<file path="config.mk">
export PLATFORM = sky130hd
export DESIGN_NAME = crtc_hsync_vtotal_timing
export DESIGN_NICKNAME = d
export VERILOG_FILES = /design/src/crtc_timing_pkg.sv /design/src/crtc_hsync_vtotal_timing.sv
export SDC_FILE = /design/constraint.sdc
export NUM_CORES = 1
export LEC_CHECK = 0
export ABC_AREA = 1
export BUFFER_PORTS_ARGS = -buffer_cell sky130_fd_sc_hd__buf_2
export CORE_MARGIN = 2
export CORE_UTILIZATION = 35
export CTS_CLUSTER_SIZE = 30
export DETAILED_ROUTE_END_ITERATION = 8
export SLEW_MARGIN = 20
export SYNTH_ARGS = -nofsm -noshare
export SYNTH_HDL_FRONTEND = slang
export SYNTH_SLANG_ARGS = --single-unit
</file>
<file path="constraint.sdc">
create_clock -name clk_in -period 1.9 [get_ports clk_in]
set_input_delay 0.475 -clock clk_in [delete_from_list [all_inputs] [get_ports clk_in]]
set_output_delay 0.475 -clock clk_in [all_outputs]
set_load 0.01 [all_outputs]
</file>
<file path="src/crtc_timing_pkg.sv">
package crtc_timing_pkg;
  // register indices on the indexed data port
  localparam logic [7:0] IDX_HSYNC_START  = 8'h04;
  localparam logic [7:0] IDX_HSYNC_END    = 8'h05;
  localparam logic [7:0] IDX_VTOTAL       = 8'h06;
  localparam logic [7:0] IDX_OVERFLOW     = 8'h07;
  localparam logic [7:0] IDX_ROW_SCAN_PAN = 8'h08;
  // field positions in the sync end register
  localparam int HEND_LSB      = 0;
  localparam int HDLY_LSB      = 5;
  localparam int HBEND5_BIT    = 7;
  // overflow register bit positions
  localparam int OV_VT8        = 0;
  localparam int OV_VDE8       = 1;
  localparam int OV_VSS8       = 2;
  localparam int OV_VBS8       = 3;
  localparam int OV_LC8        = 4;
  localparam int OV_VT9        = 5;
  localparam int OV_VDE9       = 6;
  localparam int OV_VSS9       = 7;
  // row scan and pan register fields
  localparam int PAN_LSB       = 5;
  localparam logic [7:0] ROW_SCAN_PAN_MASK = 8'h7f;
  // reset values
  localparam logic [7:0] RST_HSYNC_START  = 8'h00;
  localparam logic [7:0] RST_HSYNC_END    = 8'h00;
  localparam logic [7:0] RST_VTOTAL       = 8'h00;
  localparam logic [7:0] RST_OVERFLOW     = 8'h00;
  localparam logic [7:0] RST_ROW_SCAN_PAN = 8'h00;
  // pixels per byte of coarse pan
  localparam int PIX_PER_BYTE  = 8;
endpackage

</file>
<file path="src/crtc_hsync_vtotal_timing.sv">
// Function
// - hsync goes active when character counter equals sync start value.
// - delay field postpones external hsync by zero to three character clocks.
// - low five counter bits matching sync end field end the sync pulse.
// - sync end register bit 7 is blanking end bit 5.
// - vertical total is 10 bits from total register and overflow bits 0, 5.
// - vertical retrace begins when scanline counter equals vertical total.
// - vertical sync start compare uses overflow bits 2 and 7 as bits 8, 9.
// - vertical display end uses overflow bits 1 and 6 as bits 8, 9.
// - overflow bit 3 is vertical blanking start bit 8; cell height gives bit 9.
// - overflow bit 4 is line compare bit 8; cell height gives bit 9.
// - line compare bit 8 is always writable, even when protected.
// - write protect blocks sync start, sync end, total and overflow writes.
// - coarse pan field shifts display start by 0 to 3 bytes.
// - preset row scan sets starting scanline of the first character row.
// - low six counter bits matching blanking end end blanking.
module crtc_hsync_vtotal_timing
  import crtc_timing_pkg::*;
#(
  parameter int CHAR_W = 8,
  parameter int LINE_W = 10
) (
  // character clock and reset
  input  wire logic              clk_in,
  input  wire logic              rst_in,
  // indexed register port
  input  wire logic [7:0]        reg_index_in,
  input  wire logic [7:0]        reg_wdata_in,
  input  wire logic              reg_write_in,
  output logic      [7:0]        reg_rdata_out,
  // fields owned by neighbouring registers
  input  wire logic [7:0]        horizontal_total_in,
  input  wire logic [4:0]        hblank_end_in,
  input  wire logic [1:0]        cell_height_ext_in,  // [0] vblank start 9, [1] line compare 9
  input  wire logic              timing_write_protect_in,
  input  wire logic              vretrace_end_in,
  // sync and timing outputs
  output logic                   hsync_out,
  output logic                   hblank_end_match_out,
  output logic                   vretrace_start_out,
  output logic [CHAR_W-1:0]      char_count_out,
  output logic [LINE_W-1:0]      scanline_count_out,
  // extended vertical fields for neighbouring comparators
  output logic [1:0]             vsync_start_hi_out,
  output logic [1:0]             vdisplay_end_hi_out,
  output logic [1:0]             vblank_start_hi_out,
  output logic [1:0]             line_compare_hi_out,
  // scroll settings
  output logic [1:0]             pan_bytes_out,
  output logic [4:0]             pan_pixels_out,
  output logic [4:0]             preset_row_scan_out
);

  typedef enum logic [1:0] {
    HS_IDLE  = 2'b00,
    HS_PULSE = 2'b01
  } hs_state_t;

  logic [7:0]        hsync_start_reg_ff;
  logic [7:0]        hsync_end_reg_ff;
  logic [7:0]        vertical_total_reg_ff;
  logic [7:0]        overflow_reg_ff;
  logic [7:0]        row_scan_pan_reg_ff;
  logic [CHAR_W-1:0] char_cnt_ff;
  logic [LINE_W-1:0] line_cnt_ff;
  logic              in_retrace_ff;
  hs_state_t         hs_state_ff;
  hs_state_t         nxt_hs_state;
  logic [3:0]        hs_pipe_ff;
  logic [9:0]        vtotal_full;
  logic              char_wrap;
  logic              hs_start_hit;
  logic              hs_end_hit;

  // shared write decode for the indexed port
  function automatic logic wr_hit(input logic [7:0] idx, input logic [7:0] want,
                                  input logic we);
    return we && (idx == want);
  endfunction

  // timing registers; protect leaves line compare bit 8 writable
  always_ff @(posedge clk_in) begin
    if (rst_in) begin
      hsync_start_reg_ff    <= RST_HSYNC_START;
      hsync_end_reg_ff      <= RST_HSYNC_END;
      vertical_total_reg_ff <= RST_VTOTAL;
      overflow_reg_ff       <= RST_OVERFLOW;
      row_scan_pan_reg_ff   <= RST_ROW_SCAN_PAN;
    end else begin
      if (wr_hit(reg_index_in, IDX_HSYNC_START, reg_write_in) && !timing_write_protect_in) begin
        hsync_start_reg_ff <= reg_wdata_in;
      end
      if (wr_hit(reg_index_in, IDX_HSYNC_END, reg_write_in) && !timing_write_protect_in) begin
        hsync_end_reg_ff <= reg_wdata_in;
      end
      if (wr_hit(reg_index_in, IDX_VTOTAL, reg_write_in) && !timing_write_protect_in) begin
        vertical_total_reg_ff <= reg_wdata_in;
      end
      if (wr_hit(reg_index_in, IDX_OVERFLOW, reg_write_in)) begin
        if (timing_write_protect_in) begin
          overflow_reg_ff[OV_LC8] <= reg_wdata_in[OV_LC8];
        end else begin
          overflow_reg_ff <= reg_wdata_in;
        end
      end
      if (wr_hit(reg_index_in, IDX_ROW_SCAN_PAN, reg_write_in)) begin
        row_scan_pan_reg_ff <= reg_wdata_in & ROW_SCAN_PAN_MASK;  // reserved bit 7 stays zero
      end
    end
  end

  // read mux; unlisted indices read zero
  always_comb begin
    case (reg_index_in)
      IDX_HSYNC_START:  reg_rdata_out = hsync_start_reg_ff;
      IDX_HSYNC_END:    reg_rdata_out = hsync_end_reg_ff;
      IDX_VTOTAL:       reg_rdata_out = vertical_total_reg_ff;
      IDX_OVERFLOW:     reg_rdata_out = overflow_reg_ff;
      IDX_ROW_SCAN_PAN: reg_rdata_out = row_scan_pan_reg_ff;
      default:          reg_rdata_out = 8'h00;
    endcase
  end

  // ten-bit vertical total assembled from overflow bits
  assign vtotal_full = {overflow_reg_ff[OV_VT9], overflow_reg_ff[OV_VT8],
                        vertical_total_reg_ff};
  assign char_wrap   = (char_cnt_ff[7:0] == horizontal_total_in);

  // character counter wraps at the horizontal total
  always_ff @(posedge clk_in) begin
    if (rst_in) begin
      char_cnt_ff <= '0;
    end else if (char_wrap) begin
      char_cnt_ff <= '0;
    end else begin
      char_cnt_ff <= char_cnt_ff + 1'b1;
    end
  end

  // scanline counter steps per line; restarts when retrace ends
  always_ff @(posedge clk_in) begin
    if (rst_in) begin
      line_cnt_ff   <= '0;
      in_retrace_ff <= 1'b0;
    end else begin
      if (vretrace_end_in) begin
        line_cnt_ff   <= '0;
        in_retrace_ff <= 1'b0;
      end else begin
        if (char_wrap) begin
          line_cnt_ff <= line_cnt_ff + 1'b1;
        end
        if (line_cnt_ff == vtotal_full) begin
          in_retrace_ff <= 1'b1;
        end
      end
    end
  end

  // retrace start is a one-cycle pulse on first equality
  assign vretrace_start_out = (line_cnt_ff == vtotal_full) && !in_retrace_ff
                              && !vretrace_end_in;

  // comparators read live register contents every clock
  assign hs_start_hit = (char_cnt_ff[7:0] == hsync_start_reg_ff);
  assign hs_end_hit   = (char_cnt_ff[4:0] == hsync_end_reg_ff[4:0]);
  assign hblank_end_match_out =
    (char_cnt_ff[5:0] == {hsync_end_reg_ff[HBEND5_BIT], hblank_end_in});

  // internal sync state; end match checked only once the pulse is running
  always_comb begin
    nxt_hs_state = hs_state_ff;
    case (hs_state_ff)
      HS_IDLE:  if (hs_start_hit) nxt_hs_state = HS_PULSE;
      HS_PULSE: if (hs_end_hit) nxt_hs_state = HS_IDLE;
      default:  nxt_hs_state = HS_IDLE;
    endcase
  end

  always_ff @(posedge clk_in) begin
    if (rst_in) begin
      hs_state_ff <= HS_IDLE;
    end else begin
      hs_state_ff <= nxt_hs_state;
    end
  end

  // delay line for the external pulse; tap picked by the delay field
  always_ff @(posedge clk_in) begin
    if (rst_in) begin
      hs_pipe_ff <= 4'h0;
    end else begin
      hs_pipe_ff <= {hs_pipe_ff[2:0], (nxt_hs_state == HS_PULSE)};
    end
  end

  assign hsync_out = hs_pipe_ff[hsync_end_reg_ff[HDLY_LSB +: 2]];

  // extension bits handed to neighbouring vertical comparators
  assign vsync_start_hi_out  = {overflow_reg_ff[OV_VSS9], overflow_reg_ff[OV_VSS8]};
  assign vdisplay_end_hi_out = {overflow_reg_ff[OV_VDE9], overflow_reg_ff[OV_VDE8]};
  assign vblank_start_hi_out = {cell_height_ext_in[0], overflow_reg_ff[OV_VBS8]};
  assign line_compare_hi_out = {cell_height_ext_in[1], overflow_reg_ff[OV_LC8]};

  // scroll settings; row scan is meant to change only in retrace
  assign pan_bytes_out       = row_scan_pan_reg_ff[PAN_LSB +: 2];
  assign pan_pixels_out      = {row_scan_pan_reg_ff[PAN_LSB +: 2], 3'h0};
  assign preset_row_scan_out = row_scan_pan_reg_ff[4:0];
  assign char_count_out      = char_cnt_ff;
  assign scanline_count_out  = line_cnt_ff;

  // assertions
  property p_sync_start;
    @(posedge clk_in) disable iff (rst_in)
      (hs_state_ff == HS_IDLE && hs_start_hit) |=> hs_pipe_ff[0];
  endproperty
  a_sync_start: assert property (p_sync_start) else $error("sync did not start");

  property p_sync_delay;
    @(posedge clk_in) disable iff (rst_in)
      (hsync_end_reg_ff[6:5] == 2'h2 && $stable(hsync_end_reg_ff))
        |-> hsync_out == $past(hs_pipe_ff[0], 2);
  endproperty
  a_sync_delay: assert property (p_sync_delay) else $error("sync delay wrong");

  property p_sync_end;
    @(posedge clk_in) disable iff (rst_in)
      (hs_state_ff == HS_PULSE && hs_end_hit) |=> hs_state_ff == HS_IDLE;
  endproperty
  a_sync_end: assert property (p_sync_end) else $error("sync did not end");

  property p_hblank;
    @(posedge clk_in) disable iff (rst_in)
      hblank_end_match_out |-> char_cnt_ff[5] == hsync_end_reg_ff[7];
  endproperty
  a_hblank: assert property (p_hblank) else $error("blank end bit 5 wrong");

  property p_retrace;
    @(posedge clk_in) disable iff (rst_in)
      vretrace_start_out |=> in_retrace_ff || $past(vretrace_end_in);
  endproperty
  a_retrace: assert property (p_retrace) else $error("retrace not entered");

  property p_protect;
    @(posedge clk_in) disable iff (rst_in)
      (reg_write_in && timing_write_protect_in && reg_index_in == IDX_VTOTAL)
        |=> $stable(vertical_total_reg_ff);
  endproperty
  a_protect: assert property (p_protect) else $error("protected write landed");

  property p_lc8;
    @(posedge clk_in) disable iff (rst_in)
      (reg_write_in && reg_index_in == IDX_OVERFLOW)
        |=> overflow_reg_ff[4] == $past(reg_wdata_in[4]);
  endproperty
  a_lc8: assert property (p_lc8) else $error("line compare 8 not written");

  property p_wrap;
    @(posedge clk_in) disable iff (rst_in)
      char_wrap && !vretrace_end_in |=> line_cnt_ff == $past(line_cnt_ff) + 10'h1;
  endproperty
  a_wrap: assert property (p_wrap) else $error("scanline did not step");

  property p_pan;
    @(posedge clk_in) disable iff (rst_in)
      pan_pixels_out == 5'(pan_bytes_out * PIX_PER_BYTE);
  endproperty
  a_pan: assert property (p_pan) else $error("pan pixels wrong");

  // counter returns to zero on the edge that sees the programmed total
  property p_char_wrap;
    @(posedge clk_in) disable iff (rst_in)
      (char_cnt_ff[7:0] == horizontal_total_in) |=> char_cnt_ff == '0;
  endproperty
  a_char_wrap: assert property (p_char_wrap) else $error("counter did not wrap");

  // between wraps the counter steps by exactly one per character clock
  property p_char_step;
    @(posedge clk_in) disable iff (rst_in)
      (char_cnt_ff[7:0] != horizontal_total_in) |=> char_cnt_ff == $past(char_cnt_ff) + 1'b1;
  endproperty
  a_char_step: assert property (p_char_step) else $error("counter did not step");

  // retrace start tracks a total rebuilt here from the raw register bits
  property p_vtotal_hit;
    @(posedge clk_in) disable iff (rst_in)
      (line_cnt_ff == {overflow_reg_ff[OV_VT9], overflow_reg_ff[OV_VT8], vertical_total_reg_ff})
        && !in_retrace_ff && !vretrace_end_in |-> vretrace_start_out;
  endproperty
  a_vtotal_hit: assert property (p_vtotal_hit) else $error("retrace missed total");

  // vertical sync and display end high bits follow an unprotected write
  property p_vert_hi;
    @(posedge clk_in) disable iff (rst_in)
      (reg_write_in && reg_index_in == IDX_OVERFLOW && !timing_write_protect_in)
        |=> vsync_start_hi_out == {$past(reg_wdata_in[OV_VSS9]), $past(reg_wdata_in[OV_VSS8])}
         && vdisplay_end_hi_out == {$past(reg_wdata_in[OV_VDE9]), $past(reg_wdata_in[OV_VDE8])};
  endproperty
  a_vert_hi: assert property (p_vert_hi) else $error("high bits wrong");

  // blanking start and line compare take bit 8 here, bit 9 from the cell height
  property p_vert_ext;
    @(posedge clk_in) disable iff (rst_in)
      (reg_write_in && reg_index_in == IDX_OVERFLOW && !timing_write_protect_in)
        |=> vblank_start_hi_out == {cell_height_ext_in[0], $past(reg_wdata_in[OV_VBS8])}
         && line_compare_hi_out == {cell_height_ext_in[1], $past(reg_wdata_in[OV_LC8])};
  endproperty
  a_vert_ext: assert property (p_vert_ext) else $error("extension bits wrong");

  // protected writes leave both horizontal sync registers untouched
  property p_protect_h;
    @(posedge clk_in) disable iff (rst_in)
      (reg_write_in && timing_write_protect_in
        && (reg_index_in == IDX_HSYNC_START || reg_index_in == IDX_HSYNC_END))
        |=> $stable(hsync_start_reg_ff) && $stable(hsync_end_reg_ff);
  endproperty
  a_protect_h: assert property (p_protect_h) else $error("sync write landed");

  // under protection every overflow bit except line compare 8 holds
  property p_protect_ov;
    @(posedge clk_in) disable iff (rst_in)
      (reg_write_in && timing_write_protect_in && reg_index_in == IDX_OVERFLOW)
        |=> $stable({overflow_reg_ff[7:5], overflow_reg_ff[3:0]});
  endproperty
  a_protect_ov: assert property (p_protect_ov) else $error("overflow write landed");

  // an unprotected write is visible on the very next clock
  property p_write_now;
    @(posedge clk_in) disable iff (rst_in)
      (reg_write_in && reg_index_in == IDX_HSYNC_START && !timing_write_protect_in)
        |=> hsync_start_reg_ff == $past(reg_wdata_in);
  endproperty
  a_write_now: assert property (p_write_now) else $error("write not visible");

  // scroll outputs follow the row scan and pan register
  property p_row_scan;
    @(posedge clk_in) disable iff (rst_in)
      (reg_write_in && reg_index_in == IDX_ROW_SCAN_PAN)
        |=> preset_row_scan_out == $past(reg_wdata_in[4:0])
         && pan_bytes_out == $past(reg_wdata_in[PAN_LSB +: 2]);
  endproperty
  a_row_scan: assert property (p_row_scan) else $error("scroll fields wrong");

  // longest delay: the pin lags the internal state by three clocks
  property p_sync_delay3;
    @(posedge clk_in) disable iff (rst_in)
      (hsync_end_reg_ff[HDLY_LSB +: 2] == 2'h3) |-> hsync_out == $past(hs_pipe_ff[0], 3);
  endproperty
  a_sync_delay3: assert property (p_sync_delay3) else $error("sync delay 3 wrong");

  c_sync: cover property (@(posedge clk_in) disable iff (rst_in) $rose(hsync_out));
  c_retrace: cover property (@(posedge clk_in) disable iff (rst_in) vretrace_start_out);
  c_prot: cover property (@(posedge clk_in) disable iff (rst_in)
    reg_write_in && timing_write_protect_in && reg_index_in == IDX_OVERFLOW);
  c_delay: cover property (@(posedge clk_in) disable iff (rst_in)
    $rose(hsync_out) && hsync_end_reg_ff[HDLY_LSB +: 2] == 2'h3);
  c_hblank: cover property (@(posedge clk_in) disable iff (rst_in) hblank_end_match_out);
endmodule

</file>
### Yosys cells after proc, flatten, opt, wreduce, memory -nomap -nowiden

Cells that the tools add are included.
W data, S select, Z words.

* bits in registers: 64
* input bits: 36
* output and inout bits: 49

* $lt $le $gt $ge: 1
* equality and inequality tests: 12
* reductions and logical operators: 17
* $add $sub $neg: 2
* muxes and demuxes: 6
* bitwise operators: 1

Operators with widths (number)
* $pmux W8 S5: 1
* $eq A8 B3 Y1 const B: 4
* $eq A8 B8 Y1: 2
* $add A10 B1 Y10 const B: 1
* $eq A10 B10 Y1: 1
* $logic_and A1 B1 Y1: 10
* $add A8 B1 Y8 const B: 1
* $eq A8 B4 Y1 const B: 1
* $eq A6 B6 Y1: 1
* $eq A5 B5 Y1: 1
* $eq A2 B1 Y1 const B: 2
* $mux W2: 2
* $pmux W2 S2: 1
* $reduce_or A2 Y1: 2
* $logic_not A1 Y1: 3
* $lt A2 B3 Y1 const B: 1
* $bmux W1 S2: 1
* $logic_not A2 Y1: 1
* $reduce_and A2 Y1: 1
* $mux W1: 1
* $not A1 Y1: 1

### Depth between registers and ports, before layout

Gate-level depths: netlist (run 1).

* depth after elaboration: 4
* mapped depth: 11

### Least setup slack after synthesis (run 1)

Ideal clock, no wire load.

* path type: input to output
* from: input reg_index_in[7]
* to: output reg_rdata_out[2]
* path buffers: 2
* required time: 1.425 ns
* data arrival time: 1.402 ns
* stages on the path: 8
* slack: 0.023 ns
* path through: nor2_1 > and2_1 > buf_4 > buf_2 > nand2_1 > o21ai_0 > nor2_1 > nand3_1

* cells in the longest elaborated chain, start to end: 2
* elaborated cells between the ends (all ways): 6
* classes of those cells: eq/ne (5); mux (1)

RTL lines
* from (decl): RTL line crtc_hsync_vtotal_timing.sv:27 `input wire logic [7:0] reg_index_in,`
* $eq A8 B4 Y1 / $eq A8 B3 Y1 (equally long branches): RTL line crtc_hsync_vtotal_timing.sv:114 `case (reg_index_in)`
* $pmux W8 S5 (*): RTL line crtc_hsync_vtotal_timing.sv:114
* to (decl): RTL line crtc_hsync_vtotal_timing.sv:30 `output logic [7:0] reg_rdata_out,`

Mark *: on every way between the ends. The rest lies on a longest branch, timed or not.

### Worst setup path in the final report (run 1)

* from: input reg_index_in[1]
* to: output reg_rdata_out[2]

The elaborated chain is that of the path after synthesis.

==> flow_metrics.py, run 1 <==
metrics = {
    "run_status": {
        "status": "finished, violations left",
        "violations": "negative setup slack",
    },
    "timing": {
        "setup_tns_ps": -993,
        "fin_crit_sh_pct": 108,
        "whs_ps": 380,
        "setup_violations": 9,
        "final_max_slew_viol_count": 0,
        "fmax_ghz": 0.487,
        "final_hold_viol_count": 0,
        "rsz0062_at_grt": "yes",
        "final.min_clock_period_ps": 2050,
        "clock_skew_ps": 9.42,
        "fin_ws_ps": -153,
    },
    "logic_synthesis": {
        "ys.flop_type": "dfxtp_1",
        "async_flop_share_pct": 0,
        "synthSimpleGateAreaFrac_pct": 35.1,
        "syn_inst": 561,
        "synth_top_area_share_pct": 34.6,
        "ys_warn_count": 0,
        "synth.most_common_cell": "nand2_1",
        "synth.distinct_cells": 32,
        "synthTopCellsByCount": "nand2_1 (125), inv_1 (65), nor2_1 (65)",
        "syn_avg_cell_area_um2": 6.60,
        "synth-compound-area-share_pct": 11.9,
        "synth_mux_area_share_pct": 0,
        "yosys.area_share.xor_xnor_pct": 4.73,
        "syn-cell-area_um2": 3700,
        "yosys.area.top_type": "dfxtp_1",
        "synth_top_family_by_area": "simple AND/OR/NAND/NOR gates",
        "synthTopCellsByArea": "dfxtp_1 (35%), nand2_1 (13%), inv_1 (6.6%), nor2_1 (6.6%), nand3_1 (5.8%)",
        "ys_ff_latch": 64,
        "synth_edf_count": 0,
        "yosysSeqAreaShare_pct": 34.6,
        "synth_fa_ha_area_share_pct": 0.676,
    },
    "setup_path": {
        "crit_chain": "buf_6, buf_6, nor3_4, clkbuf_16, nand3_2, o21ai_1, nor2_1, nand3_1, buf_2",
        "cpMostUsedCell": "buf_6",
        "slowest_delay_ps": 290,
        "arrival_ps": 1580,
        "critPathKind": "in2out",
        "r2r_end": "scanline_count_out[4]",
        "required_ps": 1420,
        "path_buf_inv": 4,
        "r2r_slack_ps": 440,
        "worstSetupEndpointType": "primary output",
        "r2r_cells": 7,
        "cp-start-kind": "input port",
        "reg2reg_from": "scanline_count_out[0]",
        "crit_start": "reg_index_in[1]",
        "cp_slowest_cell": "nor3_4",
        "crit_path_max_fanout": 4,
        "critPathTopFamily": "buffers and inverters",
    },
    "floorplan": {
        "die_h_um": 107,
        "start_util_pct": 36.0,
        "core_area_um2": 10300,
        "fp-row-count": 37,
        "die_x_um": 107,
        "die_area_um2": 11400,
        "io_pins": 85,
    },
    "placed_design": {
        "pre_cts_slack_ps": -199,
        "dpl.cell_count": 772,
        "place.detailed.hpwl_um": 8100,
        "place_area_um2": 4290,
        "gp_congestion": 0.890,
        "io_buffers": 77,
    },
    "cts": {
        "h-tree-depth": 3,
        "cts_tree": "done",
        "clk_pin_slew_worst_paths_ps": 70,
        "worstSkewPairLatency_ps": 340,
        "cts_root_buffer": "clkbuf_8",
        "cts_sinks": 64,
        "hold_buffers": 0,
        "cts_made_buffers": 9,
        "clockBufferDepth": 2,
    },
    "layout": {
        "synthToLayoutAreaGrowth_pct": 31.4,
        "fin_cells": 799,
        "diodes": 0,
        "multi_input_area_um2": 2090,
        "fin_nets": 696,
        "drive_gt1_share_pct": 30.3,
        "n_fill_cell": 1064,
        "seqCellArea_um2": 1310,
        "fin_area_um2": 4860,
    },
    "grt": {
        "track_usage_pct": 18.9,
        "grt_max_degree": 39,
        "grt-ovfl-total": 0,
        "grt_pass1_wl_um": 16900,
        "grt_pass1_vias": 3487,
        "antenna_found_initial": 0,
    },
    "drt": {
        "ant_nets": 0,
        "drt_iter0_drc": 171,
        "avgRoutedWirePerCell_um": 13.6,
        "viasPerCell": 4.84,
        "drc": 0,
        "vias": 3868,
        "dr.pass1.iters": 5,
        "routed_wl_um": 10800,
    },
    "worst_hold_path": {
        "hold_depth": 2,
        "min_from": "rst_in",
        "hold_path_class": "in2reg",
        "hold_path_end": "hs_pipe_ff[1]",
    },
    "flow_run": {
        "cap_violations": 0,
    },
    "pwr": {
        "irDropWorstVdd_v": 0.000271,
        "leakage_uw": 0.00220,
        "p_per_area_nw_per_um2": 631,
    },
}
## where the power goes
| part | leakage, uW | internal, uW | switching (uW) | total (uW) |
|---|---|---|---|---|
| combinational | 0.00156 | 126 | 180 | 307 |
| clock | 0.000117 | 849 | 549 | 1400 |
| sequential | 0.000525 | 1350 | 10.7 | 1360 |
| total | 0.00220 | 2330 | 740 | 3070 |
## layout make-up
class / count / share of cell area [%]
clock buffers: 14 / 3.55
clock inverters: 2 / 1.24
inverters: 73 / 5.84
multi-input cells: 397 / 42.9
flip-flops and latches: 64 / 26.8
well taps: 136 / 3.50
repair buffers: 113 / 16.1
## worst max path at each step
stage / endpoint / depth (start not counted) / slack [ps]
after floorplan: reg_rdata_out[2] / 8 / 20
after global placement: reg_rdata_out[6] / 8 / -140
after detailed placement: reg_rdata_out[5] / 10 / -200
after CTS: reg_rdata_out[3] / 10 / -80
after global routing: reg_rdata_out[6] / 10 / -200
final: reg_rdata_out[2] / 9 / -150
## state kept, by name, summed over array words and instances (netlist names)
name and count:
scanline_count_out 10, char_count_out 8, hsync_end_reg_ff 8, hsync_start_reg_ff 8, overflow_reg_ff 8, vertical_total_reg_ff 8, row_scan_pan_reg_ff 7, hs_pipe_ff 4
hs_state_ff 2, in_retrace_ff 1
## stage by stage
step / util (%) / total power (uW)
2_1_floorplan: - / 1550
3_3_place_gp: 41.8 / 1660
3_5_place_dp: 41.8 / 1670
4_1_cts: 44.7 / 3070
5_1_grt: 47.3 / 3180
6_report: 47.3 / 3070
## repair_timing
action                     CTS  global route
setup endpoints to repair   10            10
cloned                       0             2
hold endpoints to repair     0             0
gates resized for setup     20            50
buffers inserted             3             6
pin swaps                    1            17
## cell usage in the layout (no fill, tap or decap), types with 2 or more instances in the layout
master / instances
clkbuf_1: 2
nor3_4: 2
nor2_2: 5
inv_2: 11
dfxtp_1: 51
xnor2_1: 6
bufinv_16: 2
conb_1: 4
nand2_2: 6
or2_2: 6
nor2_1: 60
nor3_1: 18
nand3_1: 33
inv_4: 4
buf_2: 72
buf_4: 27
o21ai_0: 36
nand3_4: 4
ha_1: 2
buf_12: 4
clkbuf_16: 2
dfxtp_2: 10
nand4_1: 10
xor2_1: 14
o21ai_2: 3
nor2_4: 6
inv_1: 57
nand2_1: 122
buf_6: 8
dfxtp_4: 3
a21oi_1: 37
nand3_2: 8
clkbuf_8: 12
o21ai_1: 8
## routing by layer
layer,vias up,part of all wire [%],global-route usage (%)
met2,101,49,32.7
met5,-,0,0
met4,0,1.7,6.96
met3,18,4.2,2.74
met1,1784,45,23.9
li1,1965,-,-
## kinds of logic (layout without fill, tap and decap cells)
kind of cell | after synthesis | in the layout
buffers and inverters | 103 | 202
XOR/XNOR | 20 | 20
other | 1 | 4
AO/OA/AOI/OAI | 86 | 86
AND/OR/NAND/NOR | 285 | 285
adder cells (fa/ha/maj) | 2 | 2
flip-flops | 64 | 64
Power figures use the tool's default switching activity.
==> run 2, diff against run 1 <==
--- a/config.mk
+++ b/config.mk
@@ -9,6 +9,8 @@
 export BUFFER_PORTS_ARGS = -buffer_cell sky130_fd_sc_hd__buf_2
 export CORE_MARGIN = 2
 export CORE_UTILIZATION = 35
+export CTS_BUF_LIST = sky130_fd_sc_hd__clkbuf_8
+export CTS_CLUSTER_DIAMETER = 40
 export CTS_CLUSTER_SIZE = 30
 export DETAILED_ROUTE_END_ITERATION = 8
 export SLEW_MARGIN = 20
==> flow_metrics.py, run 2 (synthesis results as in run 1) <==
metrics = {
    "floorplan": {
        "io_pins": 85,
        "start_util_pct": 36.0,
        "die_x_um": 107,
        "core_area_um2": 10300,
        "die_area_um2": 11400,
        "fp-row-count": 37,
        "die_h_um": 107,
    },
    "timing": {
        "fmax_ghz": 0.486,
        "final_hold_viol_count": 0,
        "fin_ws_ps": -156,
        "fin_crit_sh_pct": 108,
        "rsz0062_at_grt": "yes",
        "final_max_slew_viol_count": 0,
        "clock_skew_ps": 8.75,
        "final.min_clock_period_ps": 2060,
        "setup_violations": 9,
    },
    "layout": {
        "layout_commonest_cell": "nand2_1",
        "utilization_pct": 47.4,
        "fin_area_um2": 4870,
        "synthToLayoutAreaGrowth_pct": 31.6,
        "most-common-layout-cells": "nand2_1 (122), buf_2 (72), inv_1 (60), nor2_1 (60), dfxtp_1 (51)",
        "largest_register_ffs": 10,
        "fin_cells": 800,
        "n_fill_cell": 1064,
        "multi_input_area_um2": 2090,
        "fin_nets": 697,
        "seqCellArea_um2": 1310,
        "diodes": 0,
        "drive_gt1_share_pct": 30.3,
    },
    "setup_path": {
        "cpMostUsedCell": "buf_6",
        "reg2reg_from": "scanline_count_out[0]",
        "r2r_slack_ps": 430,
        "r2r_end": "scanline_count_out[4]",
        "crit_path_max_fanout": 4,
        "arrival_ps": 1580,
        "crit_chain": "buf_6, buf_6, nor3_4, clkbuf_16, nand3_2, o21ai_1, nor2_1, nand3_1, buf_2",
        "slowest_delay_ps": 290,
        "required_ps": 1420,
        "worstSetupEndpointType": "primary output",
        "cp.depth": 9,
        "r2r_cells": 7,
        "crit_start": "reg_index_in[1]",
        "critPathTopFamily": "buffers and inverters",
        "critPathKind": "in2out",
        "path_buf_inv": 4,
        "cp_slowest_cell": "nor3_4",
        "cp-start-kind": "input port",
    },
    "drt": {
        "avgRoutedWirePerCell_um": 13.5,
        "ant_nets": 0,
        "drt_iter0_drc": 171,
        "dr.pass1.iters": 4,
        "viasPerCell": 4.83,
        "routed_wl_um": 10800,
        "drc": 0,
        "vias": 3863,
    },
    "grt": {
        "grt.busiest_layer": "met2",
        "grt-ovfl-total": 0,
        "met1_usage_pct": 23.9,
        "grt_pass1_vias": 3487,
        "track_usage_pct": 18.9,
        "grt_max_degree": 39,
        "use_met3_pct": 2.74,
        "antenna_found_initial": 0,
        "use_met2_pct": 32.7,
        "grt_pass1_wl_um": 16900,
    },
    "worst_hold_path": {
        "hold_path_end": "hs_pipe_ff[1]",
        "hold_path_class": "in2reg",
        "hold_depth": 2,
        "min_from": "rst_in",
    },
    "cts": {
        "clockBufferDepth": 2,
        "cts_sinks": 64,
        "cts_root_buffer": "clkbuf_8",
        "cts_tree": "done",
        "worstSkewPairLatency_ps": 350,
        "h-tree-depth": 3,
        "clk_pin_slew_worst_paths_ps": 70,
        "cts_made_buffers": 9,
    },
    "flow_run": {
        "cap_violations": 0,
    },
    "placed_design": {
        "place.detailed.hpwl_um": 8100,
        "io_buffers": 77,
        "dpl.cell_count": 772,
        "place_area_um2": 4290,
        "gp_congestion": 0.890,
        "pre_cts_slack_ps": -199,
    },
    "pwr": {
        "leakage_uw": 0.00221,
        "p_per_area_nw_per_um2": 629,
        "power_uw": 3060,
        "irDropWorstVdd_v": 0.000271,
    },
    "run_status": {
        "violations": "negative setup slack",
        "status": "finished, violations left",
    },
}
## run 2: changes by cell type in the layout (fill, tap and decap cells not counted)
cell / previous run / this run
inv_1: 57 / 60
clkbuf_1: 2 / 0
inv_2: 11 / 10
buf_4: 27 / 28
## run 2: worst max path at each step
stage	to	slack, ps
detailed placement	reg_rdata_out[5]	-200
finish	reg_rdata_out[2]	-160
CTS	reg_rdata_out[3]	-80
floorplan	reg_rdata_out[2]	20
global placement	reg_rdata_out[6]	-140
global route	reg_rdata_out[6]	-200
## run 2: metal layers
layer  wire length, um  up-vias
li1                  -     1968
met1              4810     1774
met2              5250      102
met3               522       19
met4               208        0
met5                 0        -
## run 2: through the flow
stage          setup TNS [ps]  hold slack [ps]
5_1_grt                 -1500              404
4_1_cts                  -642              383
3_3_place_gp            -1020              409
2_1_floorplan               0              400
6_report                -1010              375
3_5_place_dp            -1220              414
## run 2: what timing repair did
action | in CTS | in global routing
endpoints found under the setup margin | 10 | 10
buffers inserted | 3 | 7
hold buffers | 0 | 0
gates resized for setup | 20 | 49
cloned | 0 | 2
pin swaps | 1 | 17
## run 2: power breakdown
group / total [uW] / switching [uW] / internal, uW
registers: 1360 / 10.7 / 1350
clock network: 1390 / 555 / 838
logic: 306 / 180 / 126
## run 2: final cells by class
type	instances	share of cell area, %
timing repair buffer	114	16.2
inverter	73	5.83
clock inverter	4	1.39
sequential	64	26.8
tap	136	3.50
clock buffer	12	3.39
multi-input combinational	397	42.8
